$ cat config.mk
export PLATFORM = sky130hd
export DESIGN_NAME = event_driven_output_line_ctrl
export DESIGN_NICKNAME = d
export VERILOG_FILES = /design/src/common/out_line_pkg.sv /design/src/hdl/diag_monitor.sv /design/src/hdl/event_driven_output_line_ctrl.sv
export VERILOG_INCLUDE_DIRS = /design/src /design/src/common
export SDC_FILE = /design/constraint.sdc
export NUM_CORES = 1
export LEC_CHECK = 0
export ABC_CLOCK_PERIOD_IN_PS = 4500
export BUFFER_PORTS_ARGS = -buffer_cell sky130_fd_sc_hd__buf_4
export CORE_AREA = 2 2 196 198
export CTS_CLUSTER_SIZE = 14
export DETAILED_ROUTE_END_ITERATION = 12
export DIE_AREA = 0 0 198 200
export GPL_TIMING_DRIVEN = 0
export PLACE_DENSITY = 0.42
export SETUP_SLACK_MARGIN = 0.5
export SLEW_MARGIN = 15
export SYNTH_ARGS = -nofsm -noshare
export SYNTH_HDL_FRONTEND = slang
export SYNTH_SLANG_ARGS = --single-unit
$ cat constraint.sdc
create_clock -name mclk -period 4.5 [get_ports mclk]
set_clock_uncertainty 0.2 [all_clocks]
set_input_delay 0 -clock mclk [delete_from_list [all_inputs] [get_ports mclk]]
set_output_delay 0 -clock mclk [all_outputs]
set_load 0.02 [all_outputs]
$ cat src/common/out_line_cfg.svh
// Constants for the event driven output line controller
`ifndef OUT_LINE_CFG_SVH
`define OUT_LINE_CFG_SVH
`define CODE_TYPES     8
`define CODE_W         32
`define MS_W           16
`define FAULT_EXT      8
`define FAULT_W        10
`define FAULT_TACH     8
`define FAULT_PRES     9
`define STUCK_N        2
`define PULSE_MIN_MS   16'h0028
`define PULSE_MAX_MS   16'h3A98
`define CLK_PERIOD_NS  100
`define TICK_PERIOD_NS 1000000
`define CFG_RESET      1'h0
`endif

$ cat src/common/out_line_pkg.sv
// Types shared by the output line controller and its diagnostic monitor
`include "out_line_cfg.svh"
package out_line_pkg;
    typedef enum logic [3:0] {
        ACT_NONE     = 4'h0,
        ACT_COMPLETE = 4'h1,
        ACT_PARTIAL  = 4'h2,
        ACT_NOREAD   = 4'h3,
        ACT_START    = 4'h4,
        ACT_STOP     = 4'h5,
        ACT_REPEAT   = 4'h6,
        ACT_MATCH    = 4'h7,
        ACT_MISMATCH = 4'h8
    } act_sel_t;
    typedef enum logic [1:0] {
        DEACT_NONE    = 2'h0,
        DEACT_TIMEOUT = 2'h1,
        DEACT_START   = 2'h2,
        DEACT_STOP    = 2'h3
    } deact_sel_t;
    typedef enum logic [1:0] {
        LINE_IDLE   = 2'h1,
        LINE_ACTIVE = 2'h2
    } line_state_t;
    typedef struct packed {
        logic                 normallyClosed;
        act_sel_t             actPrimary;
        act_sel_t             actSecondary;
        logic                 actOnFault;
        deact_sel_t           deactPrimary;
        deact_sel_t           deactSecondary;
        logic                 releaseOnClear;
        logic [`MS_W-1:0]     pulseMs;
    } line_cfg_t;
    typedef struct packed {
        logic                   phaseStart;
        logic                   phaseStop;
        logic                   decodeValid;
        logic [`CODE_TYPES-1:0] decodeType;
        logic [`CODE_W-1:0]     decodeData;
    } read_evt_t;
    typedef struct packed {
        logic [`MS_W-1:0]    sampleMs;
        logic [`FAULT_W-1:0] reportMask;
        logic                slaveEn;
        logic [`MS_W-1:0]    tachStuckMs;
        logic [`MS_W-1:0]    presStuckMs;
    } diag_cfg_t;
endpackage : out_line_pkg

$ cat src/hdl/diag_monitor.sv
// Periodic fault poller with stuck tachometer and presence sensor detection
`timescale 1ns/10ps
`include "out_line_cfg.svh"
module diag_monitor (
    input  wire logic                   mclk,
    input  wire logic                   rst_n,
    input  wire logic                   msTick,
    input  out_line_pkg::diag_cfg_t     diagCfg,
    input  wire logic [`FAULT_EXT-1:0]  faultIn,
    input  wire logic [`FAULT_EXT-1:0]  slaveFault,
    input  wire logic [`STUCK_N-1:0]    sensorLevel,
    output logic                        errorReport,
    output logic                        errorPresent,
    output logic [`FAULT_W-1:0]         faultStatus
);
    // ----------------------------------------------------------------
    // Stuck detection, tachometer in entry 0, presence sensor in entry 1
    // ----------------------------------------------------------------
    logic [`STUCK_N-1:0] stuck;
    logic [`STUCK_N-1:0] levelPrev_reg;
    logic [`MS_W-1:0]    limitMs [`STUCK_N];
    assign limitMs[0] = diagCfg.tachStuckMs;
    assign limitMs[1] = diagCfg.presStuckMs;

    always_ff @(posedge mclk or negedge rst_n) begin
        if (!rst_n) begin
            levelPrev_reg <= '0;
        end else begin
            levelPrev_reg <= sensorLevel;
        end
    end

    genvar g;
    generate
        for (g = 0; g < `STUCK_N; g = g + 1) begin : gStuck
            logic [`MS_W-1:0] idle_reg;
            // Any level change proves the sensor alive; counter saturates
            always_ff @(posedge mclk or negedge rst_n) begin
                if (!rst_n) begin
                    idle_reg <= '0;
                end else if (sensorLevel[g] != levelPrev_reg[g]) begin
                    idle_reg <= '0;
                end else if (msTick && idle_reg != {`MS_W{1'b1}}) begin
                    idle_reg <= idle_reg + 16'h0001;
                end
            end
            // Zero interval means disabled [RULE_20] [RULE_21]
            assign stuck[g] = (limitMs[g] != '0) && (idle_reg >= limitMs[g]);
        end
    endgenerate

    // ----------------------------------------------------------------
    // Sampling timer and masked report
    // ----------------------------------------------------------------
    logic [`MS_W-1:0]    sampleCnt_reg;
    logic                sampleNow;
    logic [`FAULT_W-1:0] rawFault;
    assign sampleNow = msTick && (sampleCnt_reg + 16'h0001 >= diagCfg.sampleMs); // [RULE_17]

    always_ff @(posedge mclk or negedge rst_n) begin
        if (!rst_n) begin
            sampleCnt_reg <= '0;
        end else if (sampleNow) begin
            sampleCnt_reg <= '0;
        end else if (msTick) begin
            sampleCnt_reg <= sampleCnt_reg + 16'h0001;
        end
    end

    always_comb begin
        rawFault = {stuck[1], stuck[0], faultIn};
        if (diagCfg.slaveEn) begin
            rawFault[`FAULT_EXT-1:0] = faultIn | slaveFault; // [RULE_19]
        end
    end

    always_ff @(posedge mclk or negedge rst_n) begin
        if (!rst_n) begin
            faultStatus  <= '0;
            errorPresent <= 1'b0;
            errorReport  <= 1'b0;
        end else begin
            errorReport <= 1'b0;
            if (sampleNow) begin
                faultStatus  <= rawFault & diagCfg.reportMask; // [RULE_18]
                errorPresent <= |(rawFault & diagCfg.reportMask);
                errorReport  <= |(rawFault & diagCfg.reportMask);
            end
        end
    end
endmodule : diag_monitor

$ cat src/hdl/event_driven_output_line_ctrl.sv
// One scanner digital output line driven by read events and diagnostics
//
// Overview of operation
// [RULE_01] A secondary activation selection also activates the line, from the same event set.
// [RULE_02] An activation selection of none never activates the line.
// [RULE_03] Complete read fires when every selected code type was decoded.
// [RULE_04] Partial read fires when some but not all selected codes were decoded.
// [RULE_05] No read fires when a reading phase ends with nothing decoded.
// [RULE_06] Phase begin fires on the start event, phase end on the stop event.
// [RULE_07] Repeat decode fires when the same code decodes twice in a row.
// [RULE_08] Verifier hit fires on a decode equal to the reference code.
// [RULE_09] Verifier miss fires on a decode differing from the reference code.
// [RULE_10] With assert on fault enabled, an error report activates the line.
// [RULE_11] Software should set other activation selections to none with assert on fault.
// [RULE_12] A deactivation selection of none gives no release condition.
// [RULE_13] Timeout releases the line after the programmed maximum pulse length.
// [RULE_14] Both deactivation selections can release on phase start or phase stop.
// [RULE_15] Release on fault clear drops the line when the error disappears.
// [RULE_16] Maximum pulse length is programmable from 40 to 15000 milliseconds.
// [RULE_17] Diagnostics poll fault status every programmable sampling time.
// [RULE_18] Each fault type has a report enable mask bit.
// [RULE_19] Slave reporting adds subordinate scanner faults to the poll.
// [RULE_20] A nonzero tachometer interval flags a tachometer without pulses that long.
// [RULE_21] A nonzero presence interval flags a presence sensor stuck that long.
// [RULE_22] Normally open drives the transistor on when active; normally closed reverses. Reset drives the transistor off in both modes.
// [RULE_23] All millisecond counters advance on a prescaled one millisecond tick.
// [RULE_24] Activation while active keeps the line on without restarting the pulse count.
`timescale 1ns/10ps
`include "out_line_cfg.svh"
module event_driven_output_line_ctrl #(
    parameter int MS_CYCLES = `TICK_PERIOD_NS / `CLK_PERIOD_NS
) (
    input  wire logic                   mclk,
    input  wire logic                   rst_n,
    input  out_line_pkg::line_cfg_t     lineCfg,
    input  out_line_pkg::diag_cfg_t     diagCfg,
    input  wire logic [`CODE_TYPES-1:0] codeSelMask,
    input  wire logic [`CODE_W-1:0]     verifierCode,
    input  out_line_pkg::read_evt_t     readEvt,
    input  wire logic [`FAULT_EXT-1:0]  faultIn,
    input  wire logic [`FAULT_EXT-1:0]  slaveFault,
    input  wire logic                   tachPin,
    input  wire logic                   presencePin,
    output logic                        driverOn,
    output logic                        lineActive,
    output logic                        errorPresent,
    output logic [`FAULT_W-1:0]         faultStatus
);
    // ----------------------------------------------------------------
    // Millisecond prescaler
    // ----------------------------------------------------------------
    localparam logic [`MS_W-1:0] MS_LAST = `MS_W'(MS_CYCLES - 1);
    logic [`MS_W-1:0] prescale_reg;
    logic             msTick;
    assign msTick = (prescale_reg == MS_LAST);

    always_ff @(posedge mclk or negedge rst_n) begin
        if (!rst_n) begin
            prescale_reg <= '0;
        end else if (msTick) begin
            prescale_reg <= '0; // [RULE_23]
        end else begin
            prescale_reg <= prescale_reg + 16'h0001;
        end
    end

    // ----------------------------------------------------------------
    // Pin synchronisers, two flops per sensor pin
    // ----------------------------------------------------------------
    logic [`STUCK_N-1:0] pinRaw;
    logic [`STUCK_N-1:0] pinMeta_reg;
    logic [`STUCK_N-1:0] pinSync_reg;
    assign pinRaw = {presencePin, tachPin};

    genvar g;
    generate
        for (g = 0; g < `STUCK_N; g = g + 1) begin : gSync
            always_ff @(posedge mclk or negedge rst_n) begin
                if (!rst_n) begin
                    pinMeta_reg[g] <= 1'b0;
                    pinSync_reg[g] <= 1'b0;
                end else begin
                    pinMeta_reg[g] <= pinRaw[g];
                    pinSync_reg[g] <= pinMeta_reg[g];
                end
            end
        end
    endgenerate

    // ----------------------------------------------------------------
    // Diagnostic monitor
    // ----------------------------------------------------------------
    logic errorReport;

    diag_monitor uDiag (
        .mclk         (mclk),
        .rst_n        (rst_n),
        .msTick       (msTick),
        .diagCfg      (diagCfg),
        .faultIn      (faultIn),
        .slaveFault   (slaveFault),
        .sensorLevel  (pinSync_reg),
        .errorReport  (errorReport),
        .errorPresent (errorPresent),
        .faultStatus  (faultStatus)
    );

    // ----------------------------------------------------------------
    // Reading phase bookkeeping
    // ----------------------------------------------------------------
    logic                   inPhase_reg;
    logic [`CODE_TYPES-1:0] decoded_reg;
    logic [`CODE_TYPES-1:0] seen;
    logic [`CODE_TYPES-1:0] seenSel;
    logic                   stopNow;
    logic                   startNow;

    assign startNow = readEvt.phaseStart;
    assign stopNow  = readEvt.phaseStop && inPhase_reg;
    // A decode landing with the stop still counts for this phase
    assign seen     = decoded_reg | (readEvt.decodeValid ? readEvt.decodeType : '0);
    assign seenSel  = seen & codeSelMask;

    always_ff @(posedge mclk or negedge rst_n) begin
        if (!rst_n) begin
            inPhase_reg <= 1'b0;
        end else if (startNow) begin
            inPhase_reg <= 1'b1;
        end else if (readEvt.phaseStop) begin
            inPhase_reg <= 1'b0;
        end
    end

    always_ff @(posedge mclk or negedge rst_n) begin
        if (!rst_n) begin
            decoded_reg <= '0;
        end else if (startNow) begin
            decoded_reg <= '0;
        end else if (readEvt.decodeValid && inPhase_reg) begin
            decoded_reg <= seen;
        end
    end

    // ----------------------------------------------------------------
    // Decode comparison for repeat and verifier events
    // ----------------------------------------------------------------
    logic [`CODE_W-1:0] lastCode_reg;
    logic               lastValid_reg;

    always_ff @(posedge mclk or negedge rst_n) begin
        if (!rst_n) begin
            lastCode_reg  <= '0;
            lastValid_reg <= 1'b0;
        end else if (startNow) begin
            lastValid_reg <= 1'b0;
        end else if (readEvt.decodeValid) begin
            lastCode_reg  <= readEvt.decodeData;
            lastValid_reg <= 1'b1;
        end
    end

    // ----------------------------------------------------------------
    // Activation event vector, indexed by selection code
    // ----------------------------------------------------------------
    logic [8:0] evt;
    logic       completeRd;

    assign completeRd = stopNow && (codeSelMask != '0) && (seenSel == codeSelMask);

    always_comb begin
        evt                           = '0;
        evt[out_line_pkg::ACT_COMPLETE] = completeRd; // [RULE_03]
        evt[out_line_pkg::ACT_PARTIAL]  = stopNow && (seenSel != '0) && !completeRd; // [RULE_04]
        evt[out_line_pkg::ACT_NOREAD]   = stopNow && (seen == '0); // [RULE_05]
        evt[out_line_pkg::ACT_START]    = startNow; // [RULE_06]
        evt[out_line_pkg::ACT_STOP]     = readEvt.phaseStop; // [RULE_06]
        evt[out_line_pkg::ACT_REPEAT]   = readEvt.decodeValid && lastValid_reg
                                          && (readEvt.decodeData == lastCode_reg); // [RULE_07]
        evt[out_line_pkg::ACT_MATCH]    = readEvt.decodeValid
                                          && (readEvt.decodeData == verifierCode); // [RULE_08]
        evt[out_line_pkg::ACT_MISMATCH] = readEvt.decodeValid
                                          && (readEvt.decodeData != verifierCode); // [RULE_09]
    end

    function automatic logic actHit(input out_line_pkg::act_sel_t sel,
                                    input logic [8:0] ev);
        logic hit;
        hit = 1'b0;
        case (sel)
            out_line_pkg::ACT_NONE:     hit = 1'b0; // [RULE_02]
            out_line_pkg::ACT_COMPLETE: hit = ev[1];
            out_line_pkg::ACT_PARTIAL:  hit = ev[2];
            out_line_pkg::ACT_NOREAD:   hit = ev[3];
            out_line_pkg::ACT_START:    hit = ev[4];
            out_line_pkg::ACT_STOP:     hit = ev[5];
            out_line_pkg::ACT_REPEAT:   hit = ev[6];
            out_line_pkg::ACT_MATCH:    hit = ev[7];
            out_line_pkg::ACT_MISMATCH: hit = ev[8];
            default:                    hit = 1'b0;
        endcase
        return hit;
    endfunction : actHit

    // Secondary never selects a timeout; treat that code as none
    function automatic logic deactHit(input out_line_pkg::deact_sel_t sel,
                                      input logic timedOut,
                                      input logic startEv,
                                      input logic stopEv);
        logic hit;
        hit = 1'b0;
        case (sel)
            out_line_pkg::DEACT_NONE:    hit = 1'b0; // [RULE_12]
            out_line_pkg::DEACT_TIMEOUT: hit = timedOut; // [RULE_13]
            out_line_pkg::DEACT_START:   hit = startEv; // [RULE_14]
            out_line_pkg::DEACT_STOP:    hit = stopEv; // [RULE_14]
            default:                     hit = 1'b0;
        endcase
        return hit;
    endfunction : deactHit

    // ----------------------------------------------------------------
    // Pulse length limit, held inside its legal range
    // ----------------------------------------------------------------
    logic [`MS_W-1:0] pulseLimit;

    always_comb begin
        pulseLimit = lineCfg.pulseMs;
        if (lineCfg.pulseMs < `PULSE_MIN_MS) begin
            pulseLimit = `PULSE_MIN_MS; // [RULE_16]
        end else if (lineCfg.pulseMs > `PULSE_MAX_MS) begin
            pulseLimit = `PULSE_MAX_MS; // [RULE_16]
        end
    end

    // ----------------------------------------------------------------
    // Activation and release terms
    // ----------------------------------------------------------------
    logic             activate;
    logic             release_;
    logic             timedOut;
    logic             faultCleared;
    logic             errPrev_reg;
    logic [`MS_W-1:0] pulseCnt_reg;

    assign activate = actHit(lineCfg.actPrimary, evt)
                    | actHit(lineCfg.actSecondary, evt) // [RULE_01]
                    | (lineCfg.actOnFault && errorReport); // [RULE_10]

    assign timedOut     = (pulseCnt_reg >= pulseLimit);
    assign faultCleared = lineCfg.releaseOnClear && errPrev_reg && !errorPresent; // [RULE_15]

    always_comb begin
        release_ = deactHit(lineCfg.deactPrimary, timedOut, startNow, readEvt.phaseStop)
                 | faultCleared;
        if (lineCfg.deactSecondary != out_line_pkg::DEACT_TIMEOUT) begin
            release_ = release_ | deactHit(lineCfg.deactSecondary, 1'b0,
                                           startNow, readEvt.phaseStop); // [RULE_14]
        end
    end

    always_ff @(posedge mclk or negedge rst_n) begin
        if (!rst_n) begin
            errPrev_reg <= 1'b0;
        end else begin
            errPrev_reg <= errorPresent;
        end
    end

    // ----------------------------------------------------------------
    // Line state machine
    // ----------------------------------------------------------------
    out_line_pkg::line_state_t state_reg;
    out_line_pkg::line_state_t state_next;

    always_comb begin
        state_next = state_reg;
        case (state_reg)
            out_line_pkg::LINE_IDLE: begin
                if (activate) begin
                    state_next = out_line_pkg::LINE_ACTIVE;
                end
            end
            out_line_pkg::LINE_ACTIVE: begin
                // Release wins over a coincident activation to keep pulses bounded
                if (release_) begin
                    state_next = out_line_pkg::LINE_IDLE;
                end
            end
            default: state_next = out_line_pkg::LINE_IDLE;
        endcase
    end

    always_ff @(posedge mclk or negedge rst_n) begin
        if (!rst_n) begin
            state_reg <= out_line_pkg::LINE_IDLE;
        end else begin
            state_reg <= state_next;
        end
    end

    // Count only runs while active; a fresh activation in idle restarts it
    always_ff @(posedge mclk or negedge rst_n) begin
        if (!rst_n) begin
            pulseCnt_reg <= '0;
        end else if (state_reg != out_line_pkg::LINE_ACTIVE) begin
            pulseCnt_reg <= '0;
        end else if (msTick && !timedOut) begin
            pulseCnt_reg <= pulseCnt_reg + 16'h0001; // [RULE_24] [RULE_23]
        end
    end

    // ----------------------------------------------------------------
    // Driver polarity
    // ----------------------------------------------------------------
    always_ff @(posedge mclk or negedge rst_n) begin
        if (!rst_n) begin
            driverOn   <= `CFG_RESET;
            lineActive <= 1'b0;
        end else begin
            lineActive <= (state_next == out_line_pkg::LINE_ACTIVE);
            driverOn   <= (state_next == out_line_pkg::LINE_ACTIVE)
                          ^ lineCfg.normallyClosed; // [RULE_22]
        end
    end
endmodule : event_driven_output_line_ctrl
== After elaboration in Yosys (flattened, before gate mapping) ==
Index checks and enable logic that the tools add are counted.
Widths: inputs -> output; s select.

* Register bits: 145
* Output and inout port bits: 13
* Logic and storage cells: 147
* Bits of input ports: 193

* Bitwise logic cells: 10
* Mux-type cells: 29
* Eq/ne operators: 36
* Magnitude comparators: 6
* Reduce and logical (&&, ||, !) cells: 40
* Add/sub/neg operators: 5

{| class="wikitable"
|+ Operators with widths
! cell !! number
|-
| $mux 16 || 11
|-
| $add 16x1->16 const B || 5
|-
| $eq 32x32->1 || 2
|-
| $ge 16x16->1 || 4
|-
| $eq 4x3->1 const B || 8
|-
| $mux 8 || 4
|-
| $ne 16x16->1 const B || 2
|-
| $ne 32x32->1 || 1
|-
| $reduce_bool 16->1 || 2
|-
| $logic_and 1x1->1 || 20
|-
| $eq 16x14->1 const B || 1
|-
| $eq 4x2->1 const B || 4
|-
| $gt 16x14->1 const B || 1
|-
| $lt 16x6->1 const B || 1
|-
| $or 8x8->8 || 2
|-
| $pmux 1 s8 || 2
|-
| $reduce_bool 8->1 || 2
|-
| $reduce_bool 2->1 || 7
|-
| $eq 2x2->1 const B || 6
|-
| $and 10x10->10 || 1
|-
| $reduce_or 10->1 || 1
|-
| $and 8x8->8 || 1
|-
| $eq 4x1->1 const B || 2
|-
| $eq 4x4->1 const B || 2
|-
| 18 further kinds || 34
|}

== Logic depth before layout (Yosys ltp) ==
* Word-level depth: 14
* Gate-level depth with buffers: 17
* Mapped depth without buffers: 16

== By module ==
From an unflattened synthesis, not the netlist that was laid out.

* Cells, all modules: 1007
* Area, all modules: 9507.9 um^2

{| class="wikitable"
|+ Modules (own cells, without submodules)
! module !! times used !! area each (um^2) !! cells each !! sequential area each (um^2)
|-
| event_driven_output_line_ctrl || 1 || 5177.5 || 536 || 2078.2
|-
| diag_monitor || 1 || 4330.4 || 471 || 1551.5
|}

== Least setup slack after synthesis ==
OpenSTA, ideal clock, no wires.

* Path type: reg-to-reg
* Start point: register uDiag.sampleCnt_reg[0]
* End point: register uDiag.faultStatus[0]
* Period minus slack after synthesis: 3.469 ns
* Arrival: 3.144 ns
* Slack: 1.031 ns
* Library setup time: 0.125 ns
* Stages on the path, launching flop included: 16
* Path buffers: 1
* Required time: 4.175 ns
* Cell sequence: dfrtp_1 > nand3_1 > nor2_1 > and3_1 > and3_1 > clkbuf_1 > nand3_1 > xnor2_1 > ha_1 > a21o_1 > a21o_1 > a21oi_1 > o21ai_0 > a21o_1 > nand3_1 > mux2_2

* Word-level cells in the longest chain between the ends: 3

{| class="wikitable"
|+ RTL lines
! item !! RTL line !! source
|-
| start: declaration || diag_monitor.sv:55 || <nowiki>logic [`MS_W-1:0] sampleCnt_reg;</nowiki>
|-
| start signal: assignment || diag_monitor.sv:66 || <nowiki>sampleCnt_reg <= sampleCnt_reg + 16'h0001;</nowiki>
|-
| $add 16x1->16 || diag_monitor.sv:58 || <nowiki>assign sampleNow = msTick && (sampleCnt_reg + 16'h0001 >= diagCfg.sampleMs);</nowiki>
|-
| $ge 16x16->1 || diag_monitor.sv:58 ||
|-
| $logic_and 1x1->1 || diag_monitor.sv:58 ||
|-
| end signal: assignment || diag_monitor.sv:85 || <nowiki>faultStatus <= rawFault & diagCfg.reportMask;</nowiki>
|-
| end: declaration || diag_monitor.sv:14 || <nowiki>output logic [`FAULT_W-1:0] faultStatus</nowiki>
|}

Every way passes these cells.
A chain may end at the register's enable or synchronous reset.

== Final worst setup path ==
* Start point: register uDiag.sampleCnt_reg[1]
* End point: register uDiag.faultStatus[8]

The elaborated chain is that of the path after synthesis.

==> flow_metrics.tcl <==
set metrics [dict create \
    status "completed" \
    r2r_slack_ps 770 \
    viasPerCell 4.58 \
    grt_usage_pct 15.0 \
    cts.sinks 145 \
    synth_cells 1040 \
    min_path_cells 6 \
    max_slew_margin_pct 51.7 \
    vdd_drop_max_mv 0.262 \
    synth_compound_area_share_pct 12.4 \
    yosysTopAreaCell "dfrtp_1" \
    wl_per_cell_um 15.6 \
    synth_area_leaders "dfrtp_1 37%, ha_1 9.2%, xor2_1 6.2%" \
    ant_nets 0 \
    synth-edff-count 0 \
    startpoint "uDiag.sampleCnt_reg[1]$_DFFE_PN0P_" \
    synth_xor_area_share_pct 11.0 \
    async_reset_ff_share_pct 100 \
    finalMaxSlewViolations 0 \
    r2r_cells 15 \
    place_hpwl_mm 22.3 \
    route.detailed.drc 0 \
    htreeDepth 4 \
    r2r_start "uDiag.sampleCnt_reg[1]$_DFFE_PN0P_" \
    setup_viol 0 \
    hp-class "primary input to flop" \
    powerDensity_mw_per_mm2 279 \
    rsz0062_at_grt "false" \
    routed_wl_mm 29.1 \
    coreArea_mm2 0.0374 \
    synth_top_family_by_area "simple AND/OR/NAND/NOR gates" \
    cts_tree "built" \
    area_growth_pct 39.4 \
    antenna_found_initial 0 \
    synth-seq-cells 145 \
    synth.area.mux_share_pct 5.44 \
    insertion_delay_ps 440 \
    antenna_cells 0 \
    grt_pass1_vias 8916 \
    syn-cell-area_mm2 0.00964 \
    drv_cap 0 \
    port_buffers 204 \
    required_ps 4620 \
    grt_max_degree 92 \
    dpl_cell_area_mm2 0.0118 \
    via_count 8577 \
    drt-initial-drc-count 328 \
    synth-simple-area-share_pct 20.5 \
    finalCritPeriodShare_pct 82.8 \
    hold_start "lineCfg[29]" \
    fp.dieW_um 198 \
    io_pins 206 \
    tightestPinTransition_ps 725 \
    finalSetupTns_ps 0 \
    postLayoutCellArea_mm2 0.0134 \
    avgSynthCellArea_um2 9.26 \
    start_util_pct 25.8 \
    fmaxAchievable_ghz 0.268 \
    drt-pass1-iter-count 4 \
    grt_pass1_wl_mm 46.5 \
    synthAdderAreaFrac_pct 9.22 \
    cts_buffers 17 \
    path_clk_slew_ps 70 \
    synth_top_area_share_pct 37.4 \
    final_nets 1612 \
    ys_seq_area_share_pct 37.7 \
    layout-drive-gt1-share_pct 21.5 \
    overflow 0 \
    synthFlopType "dfrtp_1" \
    layout_common_cells "204 x buf_4, 142 x dfrtp_1, 80 x dlygate4sd3_1, 74 x inv_1" \
    cts.root.buffer_cell "clkbuf_16" \
    min_period_ps 3730 \
    dieHeight_um 200 \
    startpoint_type "flop" \
    worst_setup_path_end_kind "flop" \
    gp_congestion 0.788 \
    final_hold_viol_count 0 \
    setup.worst_path.end "uDiag.faultStatus[8]$_DFFE_PN0P_" \
    clock_path_buffers 2 \
    criticalPathCategory "flop to flop" \
    yosysWarnings 0 \
    critPathArrivalTime_ps 3850 \
    cp_max_fo 7 \
    rows 71 \
    rr_endpoint "uDiag.faultStatus[8]$_DFFE_PN0P_" \
    final_common_cell "buf_4" \
    synth_cell_type_count 70 \
    die_area_mm2 0.0396 \
    p_leak_nw 6.15 \
]
==> final cells by class <==
type                            count  area (µm²)
Inverter                           75         282
Multi-Input combinational cell    803        5740
Clock buffer                       21         450
Timing Repair Buffer              287        2400
Sequential cell                   145        3630
Buffer                             19        77.6
Fill cell                        3814       24000
Tap cell                          511         639
Clock inverter                     10         208
==> worst min-delay path by stage <==
| stage | to |
|---|---|
| final | state_reg[1]$_DFF_PN0_ |
| after global routing | state_reg[0]$_DFF_PN1_ |
| after CTS | lastCode_reg[29]$_DFFE_PN0P_ |
| after detailed placement | uDiag.gStuck[1].idle_reg[8]$_DFFE_PN0P_ |
| after global placement | pinMeta_reg[1]$_DFF_PN0_ |
| after floorplan | decoded_reg[0]$_DFFE_PN0P_ |
==> cells in the mapped netlist (all sizes together) (4+ instances only) <==
library cell and count:
mux2i 4, xor2 68, nand3 38, ha 71, mux2 43, or4 5
a21o 19, a21oi 59, and4 7, nand4 27, nand2 73, or3 18
o22ai 4, inv 74, o31ai 5, nor4 36, xnor2 53, o211ai 7
o21ai 47, nor2 77, nand2b 13, nor2b 17, a211oi 4, and2 8
buf 5, dfrtp 144, clkbuf 14, and3 15, a22o 6, nor3 25
==> per-layer routing <==
layer / track usage [%] / vias up / share of wire (%)
li1: - / 4319 / -
met1: 19.3 / 4069 / 46
met2: 26.0 / 168 / 48
met3: 2.70 / 21 / 4.5
met4: 4.04 / 0 / 1.2
met5: 0 / - / 0
==> critical path, stage by stage (launching register included) <==
cell      delay (ps)
dfrtp_1          410
nand3_1          160
nor2_4           170
and3_2           240
and3_1           160
clkbuf_1         190
nand3_1          160
xnor2_2          180
ha_1             300
a21o_1           160
a21o_1           160
a21oi_1          200
o21ai_1          150
a21o_4           260
nand3_4          160
mux2_2           350
==> where the power goes <==
group	leakage, nW	switching [mW]	internal [mW]
logic	3.97	0.333	0.357
registers	1.86	0.0443	1.37
clock network	0.321	0.583	1.05
==> cells by family (layout without fill, tap and decap cells) <==
group                      count (synthesis)  after routing
and+or+nand+nor                          375            376
AOI/OAI and AO/OA                        186            186
DFF                                      145            145
xor gates and xnor gates                 121            121
buffers and inverters                     94            412
adders and majority gates                 71             71
muxes                                     47             47
other                                      1              2
==> timing repair <==
| action | 4_1_cts | 5_1_grt |
|---|---|---|
| setup endpoints to repair | 23 | 29 |
| gates cloned | 0 | 1 |
| resized for setup | 5 | 19 |
| endpoints found under the hold margin | 203 | 0 |
| buffers inserted | 0 | 1 |
| hold buffers | 81 | 0 |
| pin swaps | 0 | 1 |
==> through the flow <==
stage                     power [mW]  worst slack [ps]  utilization (%)  hold WS [ps]  instances
after floorplan                 1.76              1030                -          -496       1041
after global placement          2.06               110             31.6         -90.5       1756
after detailed placement        2.07               112             31.7          -227       1757
after CTS                       3.80               517             35.7          12.6       1869
after global routing            3.94               510             35.9          43.5       1871
final                           3.74               774             35.9          19.2       1871
Note: power is estimated with default switching activity, not from simulation.
